--- config.mk ---
export PLATFORM = sky130hd
export DESIGN_NAME = port_pin_mode_config
export DESIGN_NICKNAME = d
export VERILOG_FILES = /design/src/core/pin_mode_pkg.sv /design/src/core/port_pin_mode_config.sv
export SDC_FILE = /design/constraint.sdc
export NUM_CORES = 1
export LEC_CHECK = 0
export ABC_AREA = 1
export BUFFER_PORTS_ARGS = -buffer_cell sky130_fd_sc_hd__buf_4
export CAP_MARGIN = 20
export CORE_MARGIN = 3
export CORE_UTILIZATION = 35
export DETAILED_ROUTE_END_ITERATION = 16
export REMOVE_ABC_BUFFERS = 1
export SLEW_MARGIN = 20
export SYNTH_ARGS = -nofsm -noshare
export SYNTH_HDL_FRONTEND = slang
export SYNTH_SLANG_ARGS = --single-unit
export TNS_END_PERCENT = 50
--- constraint.sdc ---
create_clock -name pclk -period 1.2 [get_ports pclk]
set_input_delay 0.24 -clock pclk [delete_from_list [all_inputs] [get_ports pclk]]
set_output_delay 0.24 -clock pclk [all_outputs]
set_load 0.01 [all_outputs]
--- src/core/pin_mode_pkg.sv ---
package pin_mode_pkg;
	localparam logic [11:0] port_b_mode_offset = 12'h000;
	localparam logic [11:0] port_c_mode_offset = 12'h004;
	localparam logic [11:0] port_b_data_offset = 12'h008;
	localparam logic [11:0] port_c_data_offset = 12'h00C;
	localparam logic [11:0] port_b_level_offset = 12'h010;
	localparam logic [11:0] port_c_level_offset = 12'h014;
	localparam logic [7:0] mode_reset = 8'h00;
	localparam logic [3:0] data_reset = 4'h0;
	localparam int pins_per_port = 4;

	typedef enum logic [1:0] {
		mode_input = 2'h0,
		mode_push_pull = 2'h1,
		mode_open_drain = 2'h2,
		mode_pull_up = 2'h3
	} pin_mode_type;

	typedef struct packed {
		logic [3:0] out;
		logic [3:0] oe;
		logic [3:0] pull_up;
	} pad_ctrl_type;
endpackage

--- src/core/port_pin_mode_config.sv ---
// Behaviour
// - A field of 00 makes the pin a plain input with driver off and no pull-up.
// - A field of 01 drives the pin high and low from its output data latch.
// - A field of 10 only pulls low; the first register's bits 7:6..1:0 set pins 3..0.
// - The second register uses the same encoding with bits 7:6..1:0 for pins 3..0.
`timescale 1ns/10ps
module port_pin_mode_config (
	input wire logic pclk,
	input wire logic presetn,
	input wire logic psel,
	input wire logic penable,
	input wire logic pwrite,
	input wire logic [11:0] paddr,
	input wire logic [31:0] pwdata,
	output logic [31:0] prdata,
	output logic pready,
	output logic pslverr,
	input wire logic [3:0] port_b_in,
	input wire logic [3:0] port_c_in,
	output pin_mode_pkg::pad_ctrl_type port_b_pad,
	output pin_mode_pkg::pad_ctrl_type port_c_pad
);
	logic [7:0] port5_low_pin_mode;
	logic [7:0] port6_pin_mode;
	logic [3:0] port_b_data;
	logic [3:0] port_c_data;
	logic [3:0] port_b_level;
	logic [3:0] port_c_level;

	function automatic pin_mode_pkg::pad_ctrl_type decode_pads(input logic [7:0] mode, input logic [3:0] data);
		pin_mode_pkg::pad_ctrl_type p;
		p = '0;
		for (int i = 0; i < pin_mode_pkg::pins_per_port; i++) begin
			unique case (pin_mode_pkg::pin_mode_type'(mode[2*i +: 2]))
				pin_mode_pkg::mode_input: begin
					p.oe[i] = 1'b0;
				end
				pin_mode_pkg::mode_push_pull: begin
					p.out[i] = data[i];
					p.oe[i] = 1'b1;
				end
				pin_mode_pkg::mode_open_drain: begin
					// drives only a low; a high data bit releases the pin
					p.oe[i] = ~data[i];
				end
				pin_mode_pkg::mode_pull_up: begin
					p.pull_up[i] = 1'b1;
				end
			endcase
		end
		return p;
	endfunction

	wire access = psel & penable;
	wire wr = access & pwrite;
	wire setup = psel & ~penable;
	wire hit_b_mode = paddr == pin_mode_pkg::port_b_mode_offset;
	wire hit_c_mode = paddr == pin_mode_pkg::port_c_mode_offset;
	wire hit_b_data = paddr == pin_mode_pkg::port_b_data_offset;
	wire hit_c_data = paddr == pin_mode_pkg::port_c_data_offset;
	wire hit_b_level = paddr == pin_mode_pkg::port_b_level_offset;
	wire hit_c_level = paddr == pin_mode_pkg::port_c_level_offset;
	wire mapped = hit_b_mode | hit_c_mode | hit_b_data | hit_c_data | hit_b_level | hit_c_level;
	// level registers are read only; writing them is an error as well
	wire bad = ~mapped | (pwrite & (hit_b_level | hit_c_level));
	wire [31:0] next_prdata = hit_b_mode ? {24'h000000, port5_low_pin_mode} :
		hit_c_mode ? {24'h000000, port6_pin_mode} :
		hit_b_data ? {28'h0000000, port_b_data} :
		hit_c_data ? {28'h0000000, port_c_data} :
		hit_b_level ? {28'h0000000, port_b_level} :
		hit_c_level ? {28'h0000000, port_c_level} : 32'h00000000;

	assign pready = 1'b1;
	assign pslverr = access & bad;

	// read data caught in the setup cycle so it stands, from a flop, through the access phase
	always_ff @(posedge pclk or negedge presetn) begin
		if (!presetn) begin
			prdata <= 32'h00000000;
		end else if (setup) begin
			prdata <= next_prdata;
		end
	end

	always_ff @(posedge pclk or negedge presetn) begin
		if (!presetn) begin
			port5_low_pin_mode <= pin_mode_pkg::mode_reset;
			port6_pin_mode <= pin_mode_pkg::mode_reset;
			port_b_data <= pin_mode_pkg::data_reset;
			port_c_data <= pin_mode_pkg::data_reset;
		end else if (wr) begin
			if (hit_b_mode) begin
				port5_low_pin_mode <= pwdata[7:0];
			end
			if (hit_c_mode) begin
				port6_pin_mode <= pwdata[7:0];
			end
			if (hit_b_data) begin
				port_b_data <= pwdata[3:0];
			end
			if (hit_c_data) begin
				port_c_data <= pwdata[3:0];
			end
		end
	end

	// pin levels sampled so software sees the pads' state
	always_ff @(posedge pclk or negedge presetn) begin
		if (!presetn) begin
			port_b_level <= pin_mode_pkg::data_reset;
			port_c_level <= pin_mode_pkg::data_reset;
		end else begin
			port_b_level <= port_b_in;
			port_c_level <= port_c_in;
		end
	end

	// pad controls registered so data outputs come from flops
	always_ff @(posedge pclk or negedge presetn) begin
		if (!presetn) begin
			port_b_pad <= '0;
			port_c_pad <= '0;
		end else begin
			port_b_pad <= decode_pads(port5_low_pin_mode, port_b_data);
			port_c_pad <= decode_pads(port6_pin_mode, port_c_data);
		end
	end

	property p_mode_effect(logic [7:0] mode, pin_mode_pkg::pad_ctrl_type pad, logic [3:0] data, int i);
		@(posedge pclk) disable iff (!presetn)
		##1 (pad.oe[i] == (($past(mode[2*i +: 2]) == 2'h1) |
			(($past(mode[2*i +: 2]) == 2'h2) & ~$past(data[i]))));
	endproperty

	property p_pin_effect(logic [7:0] mode, pin_mode_pkg::pad_ctrl_type pad, logic [3:0] data, int i);
		@(posedge pclk) disable iff (!presetn)
		##1 ((pad.out[i] == (($past(mode[2*i +: 2]) == 2'h1) & $past(data[i]))) &&
			(pad.pull_up[i] == ($past(mode[2*i +: 2]) == 2'h3)));
	endproperty

	AST_INPUT_QUIET: assert property (@(posedge pclk) disable iff (!presetn)
		port5_low_pin_mode[1:0] == 2'h0 |=> !port_b_pad.oe[0] && !port_b_pad.pull_up[0])
		else $error("input mode pin driven or pulled");
	AST_PUSH_PULL: assert property (@(posedge pclk) disable iff (!presetn)
		port5_low_pin_mode[3:2] == 2'h1 |=> port_b_pad.oe[1] && port_b_pad.out[1] == $past(port_b_data[1]))
		else $error("push-pull pin not following latch");
	AST_OPEN_DRAIN: assert property (@(posedge pclk) disable iff (!presetn)
		port5_low_pin_mode[7:6] == 2'h2 |=> !port_b_pad.out[3] && port_b_pad.oe[3] == !$past(port_b_data[3]))
		else $error("open-drain pin drove high or missed low");
	AST_PORT_C_OE: assert property (p_mode_effect(port6_pin_mode, port_c_pad, port_c_data, 2))
		else $error("port c pin enable wrong for its mode");
	AST_PORT_C_OD: assert property (@(posedge pclk) disable iff (!presetn)
		port6_pin_mode[1:0] == 2'h2 && port_c_data[0] |=> !port_c_pad.oe[0])
		else $error("port c open-drain pin drove high");
	AST_PULL_UP: assert property (@(posedge pclk) disable iff (!presetn)
		port6_pin_mode[5:4] == 2'h3 |=> port_c_pad.pull_up[2] && !port_c_pad.oe[2])
		else $error("pull-up mode wrong");
	AST_RESET_CLEAR: assert property (@(posedge pclk)
		$rose(presetn) |-> port5_low_pin_mode == 8'h00 && port6_pin_mode == 8'h00 && port_b_pad.oe == 4'h0)
		else $error("mode registers not cleared by reset");
	AST_WRITE_READBACK: assert property (@(posedge pclk) disable iff (!presetn)
		wr && hit_c_mode |=> port6_pin_mode == $past(pwdata[7:0]) ##1 port_c_pad == decode_pads(
		$past(port6_pin_mode), $past(port_c_data)))
		else $error("mode write not stored or not applied");

	// every pin of both ports, enable (port c pin 2 enable is AST_PORT_C_OE above) and then level and pull-up
	AST_OE_B0: assert property (p_mode_effect(port5_low_pin_mode, port_b_pad, port_b_data, 0))
		else $error("port b pin 0 enable wrong for its mode");
	AST_OE_B1: assert property (p_mode_effect(port5_low_pin_mode, port_b_pad, port_b_data, 1))
		else $error("port b pin 1 enable wrong for its mode");
	AST_OE_B2: assert property (p_mode_effect(port5_low_pin_mode, port_b_pad, port_b_data, 2))
		else $error("port b pin 2 enable wrong for its mode");
	AST_OE_B3: assert property (p_mode_effect(port5_low_pin_mode, port_b_pad, port_b_data, 3))
		else $error("port b pin 3 enable wrong for its mode");
	AST_OE_C0: assert property (p_mode_effect(port6_pin_mode, port_c_pad, port_c_data, 0))
		else $error("port c pin 0 enable wrong for its mode");
	AST_OE_C1: assert property (p_mode_effect(port6_pin_mode, port_c_pad, port_c_data, 1))
		else $error("port c pin 1 enable wrong for its mode");
	AST_OE_C3: assert property (p_mode_effect(port6_pin_mode, port_c_pad, port_c_data, 3))
		else $error("port c pin 3 enable wrong for its mode");
	AST_PIN_B0: assert property (p_pin_effect(port5_low_pin_mode, port_b_pad, port_b_data, 0))
		else $error("port b pin 0 level or pull-up wrong");
	AST_PIN_B1: assert property (p_pin_effect(port5_low_pin_mode, port_b_pad, port_b_data, 1))
		else $error("port b pin 1 level or pull-up wrong");
	AST_PIN_B2: assert property (p_pin_effect(port5_low_pin_mode, port_b_pad, port_b_data, 2))
		else $error("port b pin 2 level or pull-up wrong");
	AST_PIN_B3: assert property (p_pin_effect(port5_low_pin_mode, port_b_pad, port_b_data, 3))
		else $error("port b pin 3 level or pull-up wrong");
	AST_PIN_C0: assert property (p_pin_effect(port6_pin_mode, port_c_pad, port_c_data, 0))
		else $error("port c pin 0 level or pull-up wrong");
	AST_PIN_C1: assert property (p_pin_effect(port6_pin_mode, port_c_pad, port_c_data, 1))
		else $error("port c pin 1 level or pull-up wrong");
	AST_PIN_C2: assert property (p_pin_effect(port6_pin_mode, port_c_pad, port_c_data, 2))
		else $error("port c pin 2 level or pull-up wrong");
	AST_PIN_C3: assert property (p_pin_effect(port6_pin_mode, port_c_pad, port_c_data, 3))
		else $error("port c pin 3 level or pull-up wrong");

	AST_MODE_B_WRITE: assert property (@(posedge pclk) disable iff (!presetn)
		wr && paddr == pin_mode_pkg::port_b_mode_offset |=> port5_low_pin_mode == $past(pwdata[7:0]))
		else $error("port b mode write not stored");
	AST_DATA_B_WRITE: assert property (@(posedge pclk) disable iff (!presetn)
		wr && paddr == pin_mode_pkg::port_b_data_offset |=> port_b_data == $past(pwdata[3:0]))
		else $error("port b data latch write not stored");
	AST_DATA_C_WRITE: assert property (@(posedge pclk) disable iff (!presetn)
		wr && paddr == pin_mode_pkg::port_c_data_offset |=> port_c_data == $past(pwdata[3:0]))
		else $error("port c data latch write not stored");
	AST_READ_DATA: assert property (@(posedge pclk) disable iff (!presetn)
		setup && !pwrite && paddr == pin_mode_pkg::port_c_mode_offset |=> prdata == {24'h000000, $past(port6_pin_mode)})
		else $error("port c mode read data wrong");
	AST_SLVERR: assert property (@(posedge pclk) disable iff (!presetn)
		psel && penable && paddr > pin_mode_pkg::port_c_level_offset |-> pslverr)
		else $error("access above the register map not refused");
	// released reset edge leaves the level flop cleared, so the check starts one cycle later
	AST_LEVEL_B: assert property (@(posedge pclk) disable iff (!presetn)
		presetn |=> port_b_level == $past(port_b_in))
		else $error("port b level not sampled from its pins");
	AST_LEVEL_C: assert property (@(posedge pclk) disable iff (!presetn)
		presetn |=> port_c_level == $past(port_c_in))
		else $error("port c level not sampled from its pins");

	COV_PUSH_PULL: cover property (@(posedge pclk) wr && hit_b_mode && pwdata[1:0] == 2'h1);
	COV_OPEN_DRAIN_LOW: cover property (@(posedge pclk) port_c_pad.oe[3] && port6_pin_mode[7:6] == 2'h2);
	COV_PULL_UP: cover property (@(posedge pclk) port_b_pad.pull_up == 4'hF);
	COV_BAD_ADDR: cover property (@(posedge pclk) pslverr);
	COV_READ_LEVEL: cover property (@(posedge pclk) access && !pwrite && hit_c_level);
endmodule

==> metrics.txt <==
critical-path maximum fanout=3; initial antenna violation count=0; adder-cell share of the synthesized area=9.30%; hpwl dp=5.25 mm; fin worst setup slack=-0.211 ns; failing checks=negative setup slack; DIE AREA=10400 um2; XOR/XNOR Fraction of Synth Area=0%; CTS Buf Count=9; floorplan core area=8850 um2; Port Buffers=65; DR vias=2465; CP arrival=1.17 ns; post-synthesis async set-or-reset flop share=100%; Die Y-Extent=102 um; first-pass GRT wire length=11.6 mm; Pleak=0.00241 uW; total power=4380 uW; CTS sink count=64; post-synthesis register bit count=64; CP Capture Type=output pin; Yosys top cell by area=dfrtp_1; Initial Util=36.5%; Worst VDD drop=0.519 mV; DRC=0; Max Cap Viol=0; Net count, final=535; Worst setup SP type=input port; top_reg_cell synth=dfrtp_1; Total GRT Usage=14.6%; met2 usage=24.7%; Distinct cells, synth=25; drt initial violations=98; EDFF count, synth=0; status=finished with violations; YS warnings=0; HP Class=input port to register; Root Driver=clkbuf_8; largest family of logic cells by synthesized area=simple AND/OR/NAND/NOR gates; Synth Area in Compound Gates=6.97%; final wirelength=7.11 mm; GRT overflow=0; Post-Synth Simple-Gate Area=20.3%; layout cells sized above 1=35.3%; gpl congestion=0.772; share of the yosys chip area belonging to registers=49.6%; Pwr Density=1000 nW/um2; WP data required=0.96 ns; Tmin final=1.41 ns; top-area cell type share of the netlist area=49.6%; Area Growth Syn to Fin=34.9%; most heavily used metal layer in global routing=met2; WL per Instance=12.5 um; FP Rows=34; clock tree from TritonCTS=yes; path type of the worst setup path=input port to output pin; M3 GR Usage=3.82%; Final Skew=0.00860 ns; Post-Route Utilization=49.3%; total number of H-tree levels=3; DR vias/cell=4.35; worst reg2reg setup slack=0.10 ns; Syn Inst Count=350; most frequent cells after synthesis=nand2_1 (73), dfrtp_1 (64), inv_1 (53), buf_4 (26); clk slew on worst S/H paths=0.07 ns; most common cell in the synthesized netlist=nand2_1; mux contribution to synthesized area=0%; die width=102 um; Clock Latency Late Sink=0.33 ns; FMAX=709 MHz; I/O Pins=115; synthesized area per cell=9.23 um2; RSZ-0062 raised after global routing=true; mapped cell area=3230 um2; largest net degree at the start of global routing=28; antenna-violating nets left=0; CTS Buffer Depth=2; setup_tns=-0.211 ns; fin crit share=118%; TritonRoute pass-1 iters=4; Filler cells=866; Final setup viols=1; n_diodes=0; met1 GRT Util=17.6%; fin. max-slew vios=0; number of global-route vias before repair=2444; ranking of synthesized cells by area=dfrtp_1 (50%), ha_1 (9.3%), nand2_1 (8.5%), inv_1 (6.2%), buf_4 (6.0%); Hold Vio Cnt, Final=0
## stage by stage
step	hold WS, ns	worst slack, ns	std cells	area (um2)
floorplan	-0.0556	-0.164	345	3100
detailed placement	0.190	-0.363	542	3910
global placement	0.181	-0.371	542	3910
finish	0.0163	-0.211	567	4360
CTS	0.00279	-0.222	571	4340
global route	0.00166	-0.302	567	4360
## power breakdown
| part | switching (uW) | internal, uW | total, uW | leakage [uW] |
|---|---|---|---|---|
| logic | 192 | 152 | 343 | 0.00145 |
| clock network | 787 | 1070 | 1860 | 0.000103 |
| registers | 6.24 | 2170 | 2180 | 0.000855 |
## worst max-delay path, stage by stage
cell and delay, ns:
buf_4 0.12, nor2_4 0.12, nand2_2 0.08, inv_2 0.08, nand2_4 0.09, a21oi_2 0.13, nor2_2 0.06, nand3_2 0.06
o21ai_2 0.06, buf_4 0.14
## sequential cells by signal (all words and copies together) (netlist names)
signal / count
port_b_data: 4
prdata: 8
port_c_level: 4
port_b_pad: 12
port_c_data: 4
port6_pin_mode: 8
port_b_level: 4
port5_low_pin_mode: 8
port_c_pad: 12
## layout make-up
class	count	area [um2]	share of cell area [%]
Inverter	58	220	5.05
Sequential cell	64	1600	36.8
Clock inverter	3	40.0	0.919
Clock buffer	13	159	3.65
Timing Repair Buffer	98	803	18.4
Multi-Input combinational cell	223	1400	32.1
Tap cell	108	135	3.10
## final timing paths
check,from,to,cells after the start
hold reg to reg,port_b_data[2],port_b_pad[10],2
setup reg to reg,port_c_data[3],prdata[3],6
setup / recovery,paddr[7],pslverr,10
min in group asynchronous,presetn,port_b_pad[11],2
hold / removal,port_b_in[0],port_b_level[0],1
max in group asynchronous,presetn,prdata[6],3
## logic make-up (layout without fill, tap and decap cells)
family                   count (synthesis)  in the layout
AO/OA/AOI/OAI                           38             38
adder cells (fa/ha/maj)                 24             24
buffers and inverters                   86            172
flip-flops                              64             64
other                                    2             25
AND/OR/NAND/NOR                        136            136
## per-layer routing
metal	up-vias	wire [um]	part of all wire (%)
li1	1237	-	-
met1	1140	3040	43
met2	78	3520	50
met5	-	0	0
met4	0	126	1.8
met3	10	419	5.9
## cells in the final DEF (no fill, tap or decap), types with 2 or more instances in the layout
cell type	n
inv_1	44
nor2_2	3
nand2_4	3
nand2_1	70
o21ai_2	9
ha_1	24
nand3_1	17
clkbuf_1	2
nor2_4	5
conb_1	25
buf_6	8
buf_4	81
dfrtp_1	64
dlygate4sd3_1	7
nand3_2	7
o22ai_2	3
clkinv_2	2
nand3_4	3
o21ai_1	8
o21ai_0	8
nor2_8	2
nor2_1	19
nand2_2	5
inv_2	13
a21oi_1	8
clkbuf_8	11
## repair_timing
action | in CTS | in global routing
setup buffers | 6 | 1
setup endpoints to repair | 1 | 17
gates resized for setup | 35 | 13
hold buffers | 7 | 0
hold endpoints to repair | 30 | 0
pin swaps | 14 | 21
cloned | 0 | 0
(Power assumes the default switching activity.)
